--- config.mk ---
export PLATFORM = sky130hd
export DESIGN_NAME = pcu_capture_unit
export DESIGN_NICKNAME = d
export VERILOG_FILES = /design/src/pcu_pkg.sv /design/src/pcu_sync.sv /design/src/pcu_channel.sv /design/src/pcu_capture_unit.sv
export VERILOG_INCLUDE_DIRS = /design/src
export SDC_FILE = /design/constraint.sdc
export NUM_CORES = 1
export LEC_CHECK = 0
export ABC_AREA = 1
export BUFFER_PORTS_ARGS = -buffer_cell sky130_fd_sc_hd__buf_2
export CORE_MARGIN = 2
export CORE_UTILIZATION = 55
export CTS_BUF_LIST = sky130_fd_sc_hd__clkbuf_2 sky130_fd_sc_hd__clkbuf_4 sky130_fd_sc_hd__clkbuf_8
export DETAILED_ROUTE_END_ITERATION = 6
export PLACE_DENSITY = 0.75
export SYNTH_ARGS = -nofsm -noshare
export SYNTH_HDL_FRONTEND = slang
export SYNTH_SLANG_ARGS = --single-unit
--- constraint.sdc ---
create_clock -name CLK -period 4.7 [get_ports CLK]
set_clock_uncertainty 0.05 [all_clocks]
set_input_delay 0.94 -clock CLK [delete_from_list [all_inputs] [get_ports CLK]]
set_output_delay 0.94 -clock CLK [all_outputs]
set_load 0.03 [all_outputs]
--- src/pcu_defs.svh ---
// Address map, field positions and reset values of the position capture unit
`ifndef PCU_DEFS_SVH
`define PCU_DEFS_SVH

// ----------------------------------------------------------------
// Register word addresses
// ----------------------------------------------------------------
`define PCU_ADDR_STATUS     16'h0A02
`define PCU_ADDR_EDGE_ONE   16'h0A04
`define PCU_ADDR_EDGE_TWO   16'h0A06
`define PCU_ADDR_RUN_ONE    16'h0A08
`define PCU_ADDR_RUN_TWO    16'h0A0A
`define PCU_ADDR_POSH_ONE   16'h0A0C
`define PCU_ADDR_POSL_ONE   16'h0A0D
`define PCU_ADDR_POSH_TWO   16'h0A0E
`define PCU_ADDR_POSL_TWO   16'h0A0F
`define PCU_ADDR_COUNT_ONE  16'h0A10
`define PCU_ADDR_COUNT_TWO  16'h0A12

// ----------------------------------------------------------------
// Fields and limits
// ----------------------------------------------------------------
`define PCU_FLAG_ONE_BIT    0
`define PCU_FLAG_TWO_BIT    1
`define PCU_RUN_MAX         16'h0002
`define PCU_EDGE_MAX        16'h0001
`define PCU_EDGE_RISING     1'b1

// ----------------------------------------------------------------
// Reset values
// ----------------------------------------------------------------
`define PCU_EDGE_RESET      1'b0
`define PCU_COUNT_RESET     16'h0000
`define PCU_POS_RESET       32'h0000_0000
`define PCU_DATA_RESET      16'h0000
`define PCU_COUNT_ONE       16'h0001

`endif

--- src/pcu_pkg.sv ---
// Types shared by the position capture unit modules
package pcu_pkg;

	typedef enum logic [1:0]
	{
		PCU_STOP = 2'b00,
		PCU_ONCE = 2'b01,
		PCU_CONT = 2'b10
	} pcu_run_type;

	typedef enum logic [3:0]
	{
		PCU_SEL_NONE      = 4'b0000,
		PCU_SEL_STATUS    = 4'b0001,
		PCU_SEL_EDGE_ONE  = 4'b0010,
		PCU_SEL_EDGE_TWO  = 4'b0011,
		PCU_SEL_RUN_ONE   = 4'b0100,
		PCU_SEL_RUN_TWO   = 4'b0101,
		PCU_SEL_POSH_ONE  = 4'b0110,
		PCU_SEL_POSL_ONE  = 4'b0111,
		PCU_SEL_POSH_TWO  = 4'b1000,
		PCU_SEL_POSL_TWO  = 4'b1001,
		PCU_SEL_COUNT_ONE = 4'b1010,
		PCU_SEL_COUNT_TWO = 4'b1011
	} pcu_sel_type;

endpackage

--- src/pcu_sync.sv ---
// Trigger pin synchroniser with agreement filter and edge pulses
`timescale 1ns/1ps
module pcu_sync
(
	input  wire logic clk,
	input  wire logic rst_b,
	input  wire logic pin,
	output logic      level,
	output logic      rise,
	output logic      fall
);
	logic s1;
	logic s2;
	logic s3;
	logic primed;
	logic agree;

	always_ff @(posedge clk)
	begin
		if (!rst_b)
		begin
			s1 <= 1'b0;
			s2 <= 1'b0;
			s3 <= 1'b0;
		end
		else
		begin
			s1 <= pin;
			s2 <= s1;
			s3 <= s2;
		end
	end

	assign agree = (s2 == s3);

	// First agreement after reset only primes the level, but it compares the
	// reset zeros of s2 and s3, so a pin already high at reset still gives a rising edge
	always_ff @(posedge clk)
	begin
		if (!rst_b)
		begin
			primed <= 1'b0;
			level  <= 1'b0;
			rise   <= 1'b0;
			fall   <= 1'b0;
		end
		else
		begin
			rise <= primed && agree && s3 && !level;
			fall <= primed && agree && !s3 && level;
			if (agree)
			begin
				primed <= 1'b1;
				level  <= s3;
			end
		end
	end
endmodule

--- src/pcu_channel.sv ---
// One capture channel: run mode, edge qualification, event tally and latch
`timescale 1ns/1ps
module pcu_channel
	import pcu_pkg::*;
(
	input  wire logic         clk,
	input  wire logic         rst_b,
	input  wire logic         rise,
	input  wire logic         fall,
	input  wire logic         edge_sel,
	input  wire logic         cmd_valid,
	input  wire pcu_pkg::pcu_run_type cmd_mode,
	input  wire logic [31:0]  position,
	input  wire logic         shift_valid,
	input  wire logic [31:0]  shift,
	output pcu_pkg::pcu_run_type mode,
	output logic [15:0]       count,
	output logic [31:0]       latch,
	output logic              hit
);
	`include "pcu_defs.svh"

	logic activate;
	logic trig;

	assign trig = (edge_sel == `PCU_EDGE_RISING) ? rise : fall;
	assign hit = trig && (mode != PCU_STOP);
	assign activate = cmd_valid && (cmd_mode != PCU_STOP);

	always_ff @(posedge clk)
	begin
		if (!rst_b)
			mode <= PCU_STOP;
		else if (cmd_valid)
			mode <= cmd_mode;
		else if (hit && mode == PCU_ONCE)
			mode <= PCU_STOP;
		else
			mode <= mode;
	end

	// tally cleared on activation, a coincident event still counts
	always_ff @(posedge clk)
	begin
		if (!rst_b)
			count <= `PCU_COUNT_RESET;
		else if (activate)
			count <= hit ? `PCU_COUNT_ONE : `PCU_COUNT_RESET;
		else if (hit)
			count <= count + `PCU_COUNT_ONE;
	end

	always_ff @(posedge clk)
	begin
		if (!rst_b)
			latch <= `PCU_POS_RESET;
		else if (hit)
			latch <= position;
		else if (shift_valid)
			latch <= latch + shift;
	end
endmodule

--- src/pcu_capture_unit.sv ---
// Position capture unit top: register port, status word and two channels
//
// Contract
// - Run control takes 0 stop, 1 single, 2 continuous; effective at once.
// - Single mode stops itself after the first latched position.
// - Continuous mode captures every qualifying edge until software cancels.
// - Edge select 0 means falling edge, 1 means rising edge.
// - Channel two edge select resets to 0, falling edge.
// - A 16-bit event tally increments on every capture.
// - The event tally clears whenever its channel is activated.
// - Each capture stores the signed 32-bit position, read only.
// - Stored positions are recomputed when the position reference is redefined.
// - Status word bit 0 flags input one, bit 1 flags input two.
// - Channel one mirrors channel two with its own registers.
`timescale 1ns/1ps
module pcu_capture_unit
	import pcu_pkg::*;
(
	input  wire logic        CLK,
	input  wire logic        RST_B,
	input  wire logic        TRIGGER_INPUT_ONE,
	input  wire logic        TRIGGER_INPUT_TWO,
	input  wire logic [31:0] POSITION,
	input  wire logic        REF_SHIFT_VALID,
	input  wire logic [31:0] REF_SHIFT,
	input  wire logic [15:0] REG_ADDR,
	input  wire logic        REG_WR,
	input  wire logic        REG_RD,
	input  wire logic [15:0] REG_WDATA,
	output logic      [15:0] REG_RDATA,
	output logic             REG_ACK,
	output logic             REG_ERR,
	output logic      [1:0]  CAPTURE_RUNNING
);
	import pcu_pkg::*;
	`include "pcu_defs.svh"

	// ----------------------------------------------------------------
	// Address decode
	// ----------------------------------------------------------------
	// Shared by the write and read paths so both see one map
	function automatic pcu_sel_type decode_addr(input logic [15:0] addr);
		pcu_sel_type sel;
		sel = PCU_SEL_NONE;
		case (addr)
			`PCU_ADDR_STATUS:    sel = PCU_SEL_STATUS;
			`PCU_ADDR_EDGE_ONE:  sel = PCU_SEL_EDGE_ONE;
			`PCU_ADDR_EDGE_TWO:  sel = PCU_SEL_EDGE_TWO;
			`PCU_ADDR_RUN_ONE:   sel = PCU_SEL_RUN_ONE;
			`PCU_ADDR_RUN_TWO:   sel = PCU_SEL_RUN_TWO;
			`PCU_ADDR_POSH_ONE:  sel = PCU_SEL_POSH_ONE;
			`PCU_ADDR_POSL_ONE:  sel = PCU_SEL_POSL_ONE;
			`PCU_ADDR_POSH_TWO:  sel = PCU_SEL_POSH_TWO;
			`PCU_ADDR_POSL_TWO:  sel = PCU_SEL_POSL_TWO;
			`PCU_ADDR_COUNT_ONE: sel = PCU_SEL_COUNT_ONE;
			`PCU_ADDR_COUNT_TWO: sel = PCU_SEL_COUNT_TWO;
			default:             sel = PCU_SEL_NONE;
		endcase
		return sel;
	endfunction

	// Register is read-only from the bus side
	function automatic logic is_read_only(input pcu_sel_type sel);
		logic ro;
		ro = 1'b0;
		case (sel)
			PCU_SEL_STATUS,
			PCU_SEL_POSH_ONE,
			PCU_SEL_POSL_ONE,
			PCU_SEL_POSH_TWO,
			PCU_SEL_POSL_TWO,
			PCU_SEL_COUNT_ONE,
			PCU_SEL_COUNT_TWO: ro = 1'b1;
			default:           ro = 1'b0;
		endcase
		return ro;
	endfunction

	// ----------------------------------------------------------------
	// Internal signals; the per-channel arrays use index 0 for input one
	// ----------------------------------------------------------------
	pcu_sel_type       sel;
	logic              wr_go;
	logic              rd_go;
	logic [1:0]        pin;
	logic [1:0]        level;
	logic [1:0]        rise;
	logic [1:0]        fall;
	logic [1:0]        edge_select;
	logic [1:0]        cmd_valid;
	pcu_run_type       cmd_mode;
	pcu_run_type       mode [2];
	logic [15:0]       count [2];
	logic [31:0]       latch [2];
	logic [1:0]        hit;
	logic [1:0]        done_flag;
	logic [15:0]       low_snap [2];
	logic [1:0]        edge_wr;
	logic [1:0]        run_wr;
	logic              run_ok;
	logic              edge_ok;
	logic [15:0]       next_rdata;
	logic              next_err;

	assign sel      = decode_addr(REG_ADDR);
	// Write wins when both strobes arrive together
	assign wr_go    = REG_WR;
	assign rd_go    = REG_RD && !REG_WR;
	assign pin[0]   = TRIGGER_INPUT_ONE;
	assign pin[1]   = TRIGGER_INPUT_TWO;
	assign cmd_mode = pcu_run_type'(REG_WDATA[1:0]);

	assign run_ok  = (REG_WDATA <= `PCU_RUN_MAX);
	assign edge_ok = (REG_WDATA <= `PCU_EDGE_MAX);

	assign edge_wr[0] = wr_go && sel == PCU_SEL_EDGE_ONE && edge_ok;
	assign edge_wr[1] = wr_go && sel == PCU_SEL_EDGE_TWO && edge_ok;
	assign run_wr[0]  = wr_go && sel == PCU_SEL_RUN_ONE && run_ok;
	assign run_wr[1]  = wr_go && sel == PCU_SEL_RUN_TWO && run_ok;

	// ----------------------------------------------------------------
	// Channels
	// ----------------------------------------------------------------
	// identical channel per input
	genvar gi;
	generate
		for (gi = 0; gi < 2; gi = gi + 1)
		begin : g_chan
			pcu_sync u_sync
			(
				.clk   (CLK),
				.rst_b (RST_B),
				.pin   (pin[gi]),
				.level (level[gi]),
				.rise  (rise[gi]),
				.fall  (fall[gi])
			);

			assign cmd_valid[gi] = run_wr[gi];

			pcu_channel u_chan
			(
				.clk         (CLK),
				.rst_b       (RST_B),
				.rise        (rise[gi]),
				.fall        (fall[gi]),
				.edge_sel    (edge_select[gi]),
				.cmd_valid   (cmd_valid[gi]),
				.cmd_mode    (cmd_mode),
				.position    (POSITION),
				.shift_valid (REF_SHIFT_VALID),
				.shift       (REF_SHIFT),
				.mode        (mode[gi]),
				.count       (count[gi]),
				.latch       (latch[gi]),
				.hit         (hit[gi])
			);

			always_ff @(posedge CLK)
			begin
				if (!RST_B)
					edge_select[gi] <= `PCU_EDGE_RESET;
				else if (edge_wr[gi])
					edge_select[gi] <= REG_WDATA[0];
			end

			// sticky captured flag, set beats activation clear
			always_ff @(posedge CLK)
			begin
				if (!RST_B)
					done_flag[gi] <= 1'b0;
				else if (hit[gi])
					done_flag[gi] <= 1'b1;
				else if (run_wr[gi] && cmd_mode != PCU_STOP)
					done_flag[gi] <= 1'b0;
			end

			// Low word frozen when the high word is read, so a 32-bit
			// read in two accesses cannot tear across a capture
			always_ff @(posedge CLK)
			begin
				if (!RST_B)
					low_snap[gi] <= `PCU_DATA_RESET;
				else if (rd_go && sel == (gi == 0 ? PCU_SEL_POSH_ONE : PCU_SEL_POSH_TWO))
					low_snap[gi] <= latch[gi][15:0];
			end

			always_ff @(posedge CLK)
			begin
				if (!RST_B)
					CAPTURE_RUNNING[gi] <= 1'b0;
				else
					CAPTURE_RUNNING[gi] <= (mode[gi] != PCU_STOP);
			end
		end
	endgenerate

	// ----------------------------------------------------------------
	// Read data and error answer
	// ----------------------------------------------------------------
	always_comb
	begin
		next_rdata = `PCU_DATA_RESET;
		next_err   = 1'b0;
		if (wr_go)
		begin
			case (sel)
				PCU_SEL_EDGE_ONE,
				PCU_SEL_EDGE_TWO: next_err = !edge_ok;
				PCU_SEL_RUN_ONE,
				PCU_SEL_RUN_TWO:  next_err = !run_ok;
				PCU_SEL_NONE:     next_err = 1'b1;
				default:          next_err = is_read_only(sel);
			endcase
		end
		else if (rd_go)
		begin
			case (sel)
				PCU_SEL_STATUS:
				begin
					next_rdata[`PCU_FLAG_ONE_BIT] = done_flag[0];
					next_rdata[`PCU_FLAG_TWO_BIT] = done_flag[1];
				end
				PCU_SEL_EDGE_ONE:  next_rdata[0] = edge_select[0];
				PCU_SEL_EDGE_TWO:  next_rdata[0] = edge_select[1];
				PCU_SEL_RUN_ONE:   next_rdata[1:0] = mode[0];
				PCU_SEL_RUN_TWO:   next_rdata[1:0] = mode[1];
				PCU_SEL_POSH_ONE:  next_rdata = latch[0][31:16];
				PCU_SEL_POSL_ONE:  next_rdata = low_snap[0];
				PCU_SEL_POSH_TWO:  next_rdata = latch[1][31:16];
				PCU_SEL_POSL_TWO:  next_rdata = low_snap[1];
				PCU_SEL_COUNT_ONE: next_rdata = count[0];
				PCU_SEL_COUNT_TWO: next_rdata = count[1];
				default:           next_err = 1'b1;
			endcase
		end
	end

	always_ff @(posedge CLK)
	begin
		if (!RST_B)
		begin
			REG_RDATA <= `PCU_DATA_RESET;
			REG_ACK   <= 1'b0;
			REG_ERR   <= 1'b0;
		end
		else
		begin
			REG_RDATA <= next_rdata;
			REG_ACK   <= wr_go || rd_go;
			REG_ERR   <= next_err;
		end
	end
endmodule

==> impl_metrics.csv <==
group,metric,value,unit
outcome,outcome,"complete, no violations",
clock_network,cts.clk_slew.worst_paths,0.12,ns
setup_path,worstPathCellList,"buf_2, nor2_1, nand2_1, nor2_4, nand2_1, a21oi_1, inv_1, ha_1, nand2_2, nand2_2, nor2_2, nand2_1, o21ai_1, buf_4",
sta,timing.final.ws_setup,0.9922,ns
setup_path,reg2reg_setup_slack,1.89,ns
logic_synthesis,ys.flop_type,"dfxtp_1",
routing,viasPerCell,5.846,
cells_and_area,final_common_cell,"nand2_1",
setup_path,cp_common_cell,"nand2_1",
setup_path,critPathTopFamily,"simple AND/OR/NAND/NOR gates",
logic_synthesis,synth_area,0.01189,mm^2
cells_and_area,ff_latch_area,0.003724,mm^2
die,die_h,151.1,um
cells_and_area,final_nets,2118,
clock_network,ctsHoldBuffers,0,
setup_path,cpMaxStageDelayCell,"o21ai_1",
die,design.core.area,0.02115,mm^2
sta,worst-slew-pin-transition,0.9476,ns
clock_network,clockRootBuffer,"clkbuf_8",
routing,ant_nets,0,
die,die_x,151.1,um
cells_and_area,fin_area,0.01323,mm^2
clock_network,clk-insertion-delay-late,0.49,ns
setup_path,cp.depth,14,
sta,min_period,3.708,ns
setup_path,startpoint_type,"input pin",
power,vdd_drop_max,0.0001871,V
min_path,min_path_cells,2,
placed_design,place_ws,0.5790,ns
sta,maxSlewViolCount,0,
die,rows,53,
logic_synthesis,synth_enable_flop_cells,32,
global_routing,grt_pass1_wl,66270,um
placed_design,dpl-instance-area,0.01280,mm^2
sta,finalSetupTns,0,ns
clock_network,clock_sinks,170,
cells_and_area,fin_util,62.53,%
clock_network,postCtsResizedCells,0,
die,die_area,0.02282,mm^2
setup_path,path_max_fanout,12,
cells_and_area,area_growth,11.21,%
cells_and_area,final_cell_mix,"nand2_1 (433), inv_1 (242), nor2_1 (210), a21oi_1 (162), dfxtp_1 (138)",
cells_and_area,diodes,0,
sta,max_freq,269.7,MHz
global_routing,antenna_found_initial,0,
clock_network,cts-buffers-inserted,17,
routing,avgRoutedWirePerCell,19.55,um
min_path,min_path_type,"register to register",
routing,dr.pass1.iters,6,
sta,hold_violations,0,
sta,setup_viol,0,
setup_path,critPathCaptureType,"register",
power,power_density,293.8,mW/mm^2
sta,fin_crit_sh,78.89,%
power,finalPower,3.886,mW
placed_design,dpl.hpwl,34980,um
logic_synthesis,yosysUniqueCellTypes,50,
logic_synthesis,avgSynthCellArea,6.503,um^2
cells_and_area,drive_gt1_share,11.49,%
global_routing,gr-total-overflow,0,
clock_network,cts.path.max_buffers,2,
global_routing,grt_start_max_net_pins,75,
placed_design,io_buffers,122,
logic_synthesis,post-synth-top-area-cell,"dfxtp_1",
logic_synthesis,seq_area_frac_synth,31.31,%
setup_path,r2r_cells,10,
setup_path,crit_buf_inv,3,
sta,relSlewSlack,36.83,%
routing,route.detailed.drc,0,
routing,routed-wl-met2,19370,um
routing,wirelength,43680,um
placed_design,place_congestion,1.087,
logic_synthesis,async_reset_ff_share,0,%
logic_synthesis,ys_ff_latch,170,
clock_network,cts_tree,"built",
sta,rsz0062_at_grt,"no",
logic_synthesis,yosys.area.top_type_share,23.23,%
logic_synthesis,yosys-top-cells-area,"dfxtp_1 (23%), nand2_1 (14%), edfxtp_1 (8.1%), inv_1 (7.7%), ha_1 (7.0%)",
routing,top_layer,"met4",
routing,drtIter0Drc,1227,
power,leakagePower,5.948,nW
global_routing,grt_pass1_vias,12271,
logic_synthesis,syn_nets,2001,
clock_network,post_cts_buffers,0,
cells_and_area,fillerInstances,2023,
run,drv_cap,0,
die,io_pins,123,
routing,wl_met3,4180,um
logic_synthesis,syn_inst,1829,
setup_path,critPathKind,"input pin to register",
setup_path,arrival,3.84,ns
clock_network,h-tree-depth,4,
die,start_util,56.23,%
setup_path,max_stage_delay,0.46,ns
routing,met1Wirelength,17840,um
routing,vias,13060,
logic_synthesis,yosysWarnings,0,
global_routing,grt_usage,38.69,%
setup_path,cp.required,4.83,ns
cells_and_area,multi_input_area,0.007036,mm^2
## worst register-to-register path, delay by kind of cell (launching register included)
family	cells	cell delay (ns)
DFF	1	0.48
adders and majority gates	1	0.34
AOI/OAI and AO/OA	2	0.62
and+or+nand+nor	6	1.13
buffers and inverters	1	0.05
## where the power goes
group | switching, mW | leakage, nW | internal (mW) | total [mW]
logic | 0.733 | 4.28 | 0.362 | 1.09
clock network | 0.681 | 0.209 | 0.460 | 1.14
registers | 0.0861 | 1.46 | 1.56 | 1.65
total | 1.50 | 5.95 | 2.39 | 3.89
## cell type report
class,count,share of cell area (%)
flip-flops and latches,170,28.15
well taps,275,2.601
clock buffers,17,1.769
clock inverters,15,1.476
inverters,259,7.350
repair buffers,137,5.467
multi-input cells,1361,53.19
## path summary, 6_finish.rpt
check,start,to
hold / removal,g_chan[1].u_sync.s1,g_chan[1].u_sync.s2
hold reg to reg,g_chan[1].u_sync.s1,g_chan[1].u_sync.s2
setup reg to reg,g_chan[1].u_chan.latch[10],g_chan[1].u_chan.latch[20]
setup / recovery,REG_ADDR[13],low_snap[0][7]
## cells by family after synthesis
kind of cell    Yosys count  share of synthesized area, %
simple gates            886                         32.07
compound gates          373                         17.22
buf+inv                 298                         9.583
flops                   170                         31.31
fa+ha+maj                69                         7.385
xor+xnor                 33                         2.430
## synthesized netlist by cell type (17+ instances only)
cell	number
nand2_1	433
inv_1	243
nor2_1	212
a21oi_1	162
dfxtp_1	138
nand3_1	113
o21ai_0	110
ha_1	67
a31oi_1	33
edfxtp_1	32
nor3_1	30
clkbuf_1	29
xor2_1	28
nand4_1	27
nand3b_1	17
## state kept, by name, indices dropped and copies added (netlist names), 2 cells and up
name and cells:
REG_RDATA 16, g_chan.u_sync.rise 2, g_chan.u_sync.s2 2, g_chan.u_chan.count 32, g_chan.u_sync.primed 2, CAPTURE_RUNNING 2, g_chan.u_sync.level 2, g_chan.u_sync.s1 2
done_flag 2, g_chan.u_sync.s3 2, g_chan.u_chan.latch 64, low_snap 32, g_chan.u_chan.mode 4, edge_select 2, g_chan.u_sync.fall 2
## per-stage QoR
stage	hold WS, ns	cells
global placement	0.3415	2202
CTS	0.3790	2234
floorplan	0.3405	1829
finish	0.3765	2234
global route	0.4140	2234
detailed placement	0.3583	2202
## metal layers
metal | track usage, % | vias up
met5 | 0 | -
li1 | - | 6274
met2 | 62.91 | 672
met1 | 50.24 | 5996
met3 | 6.416 | 118
met4 | 18.27 | 0
Power figures use the tool's default switching activity.
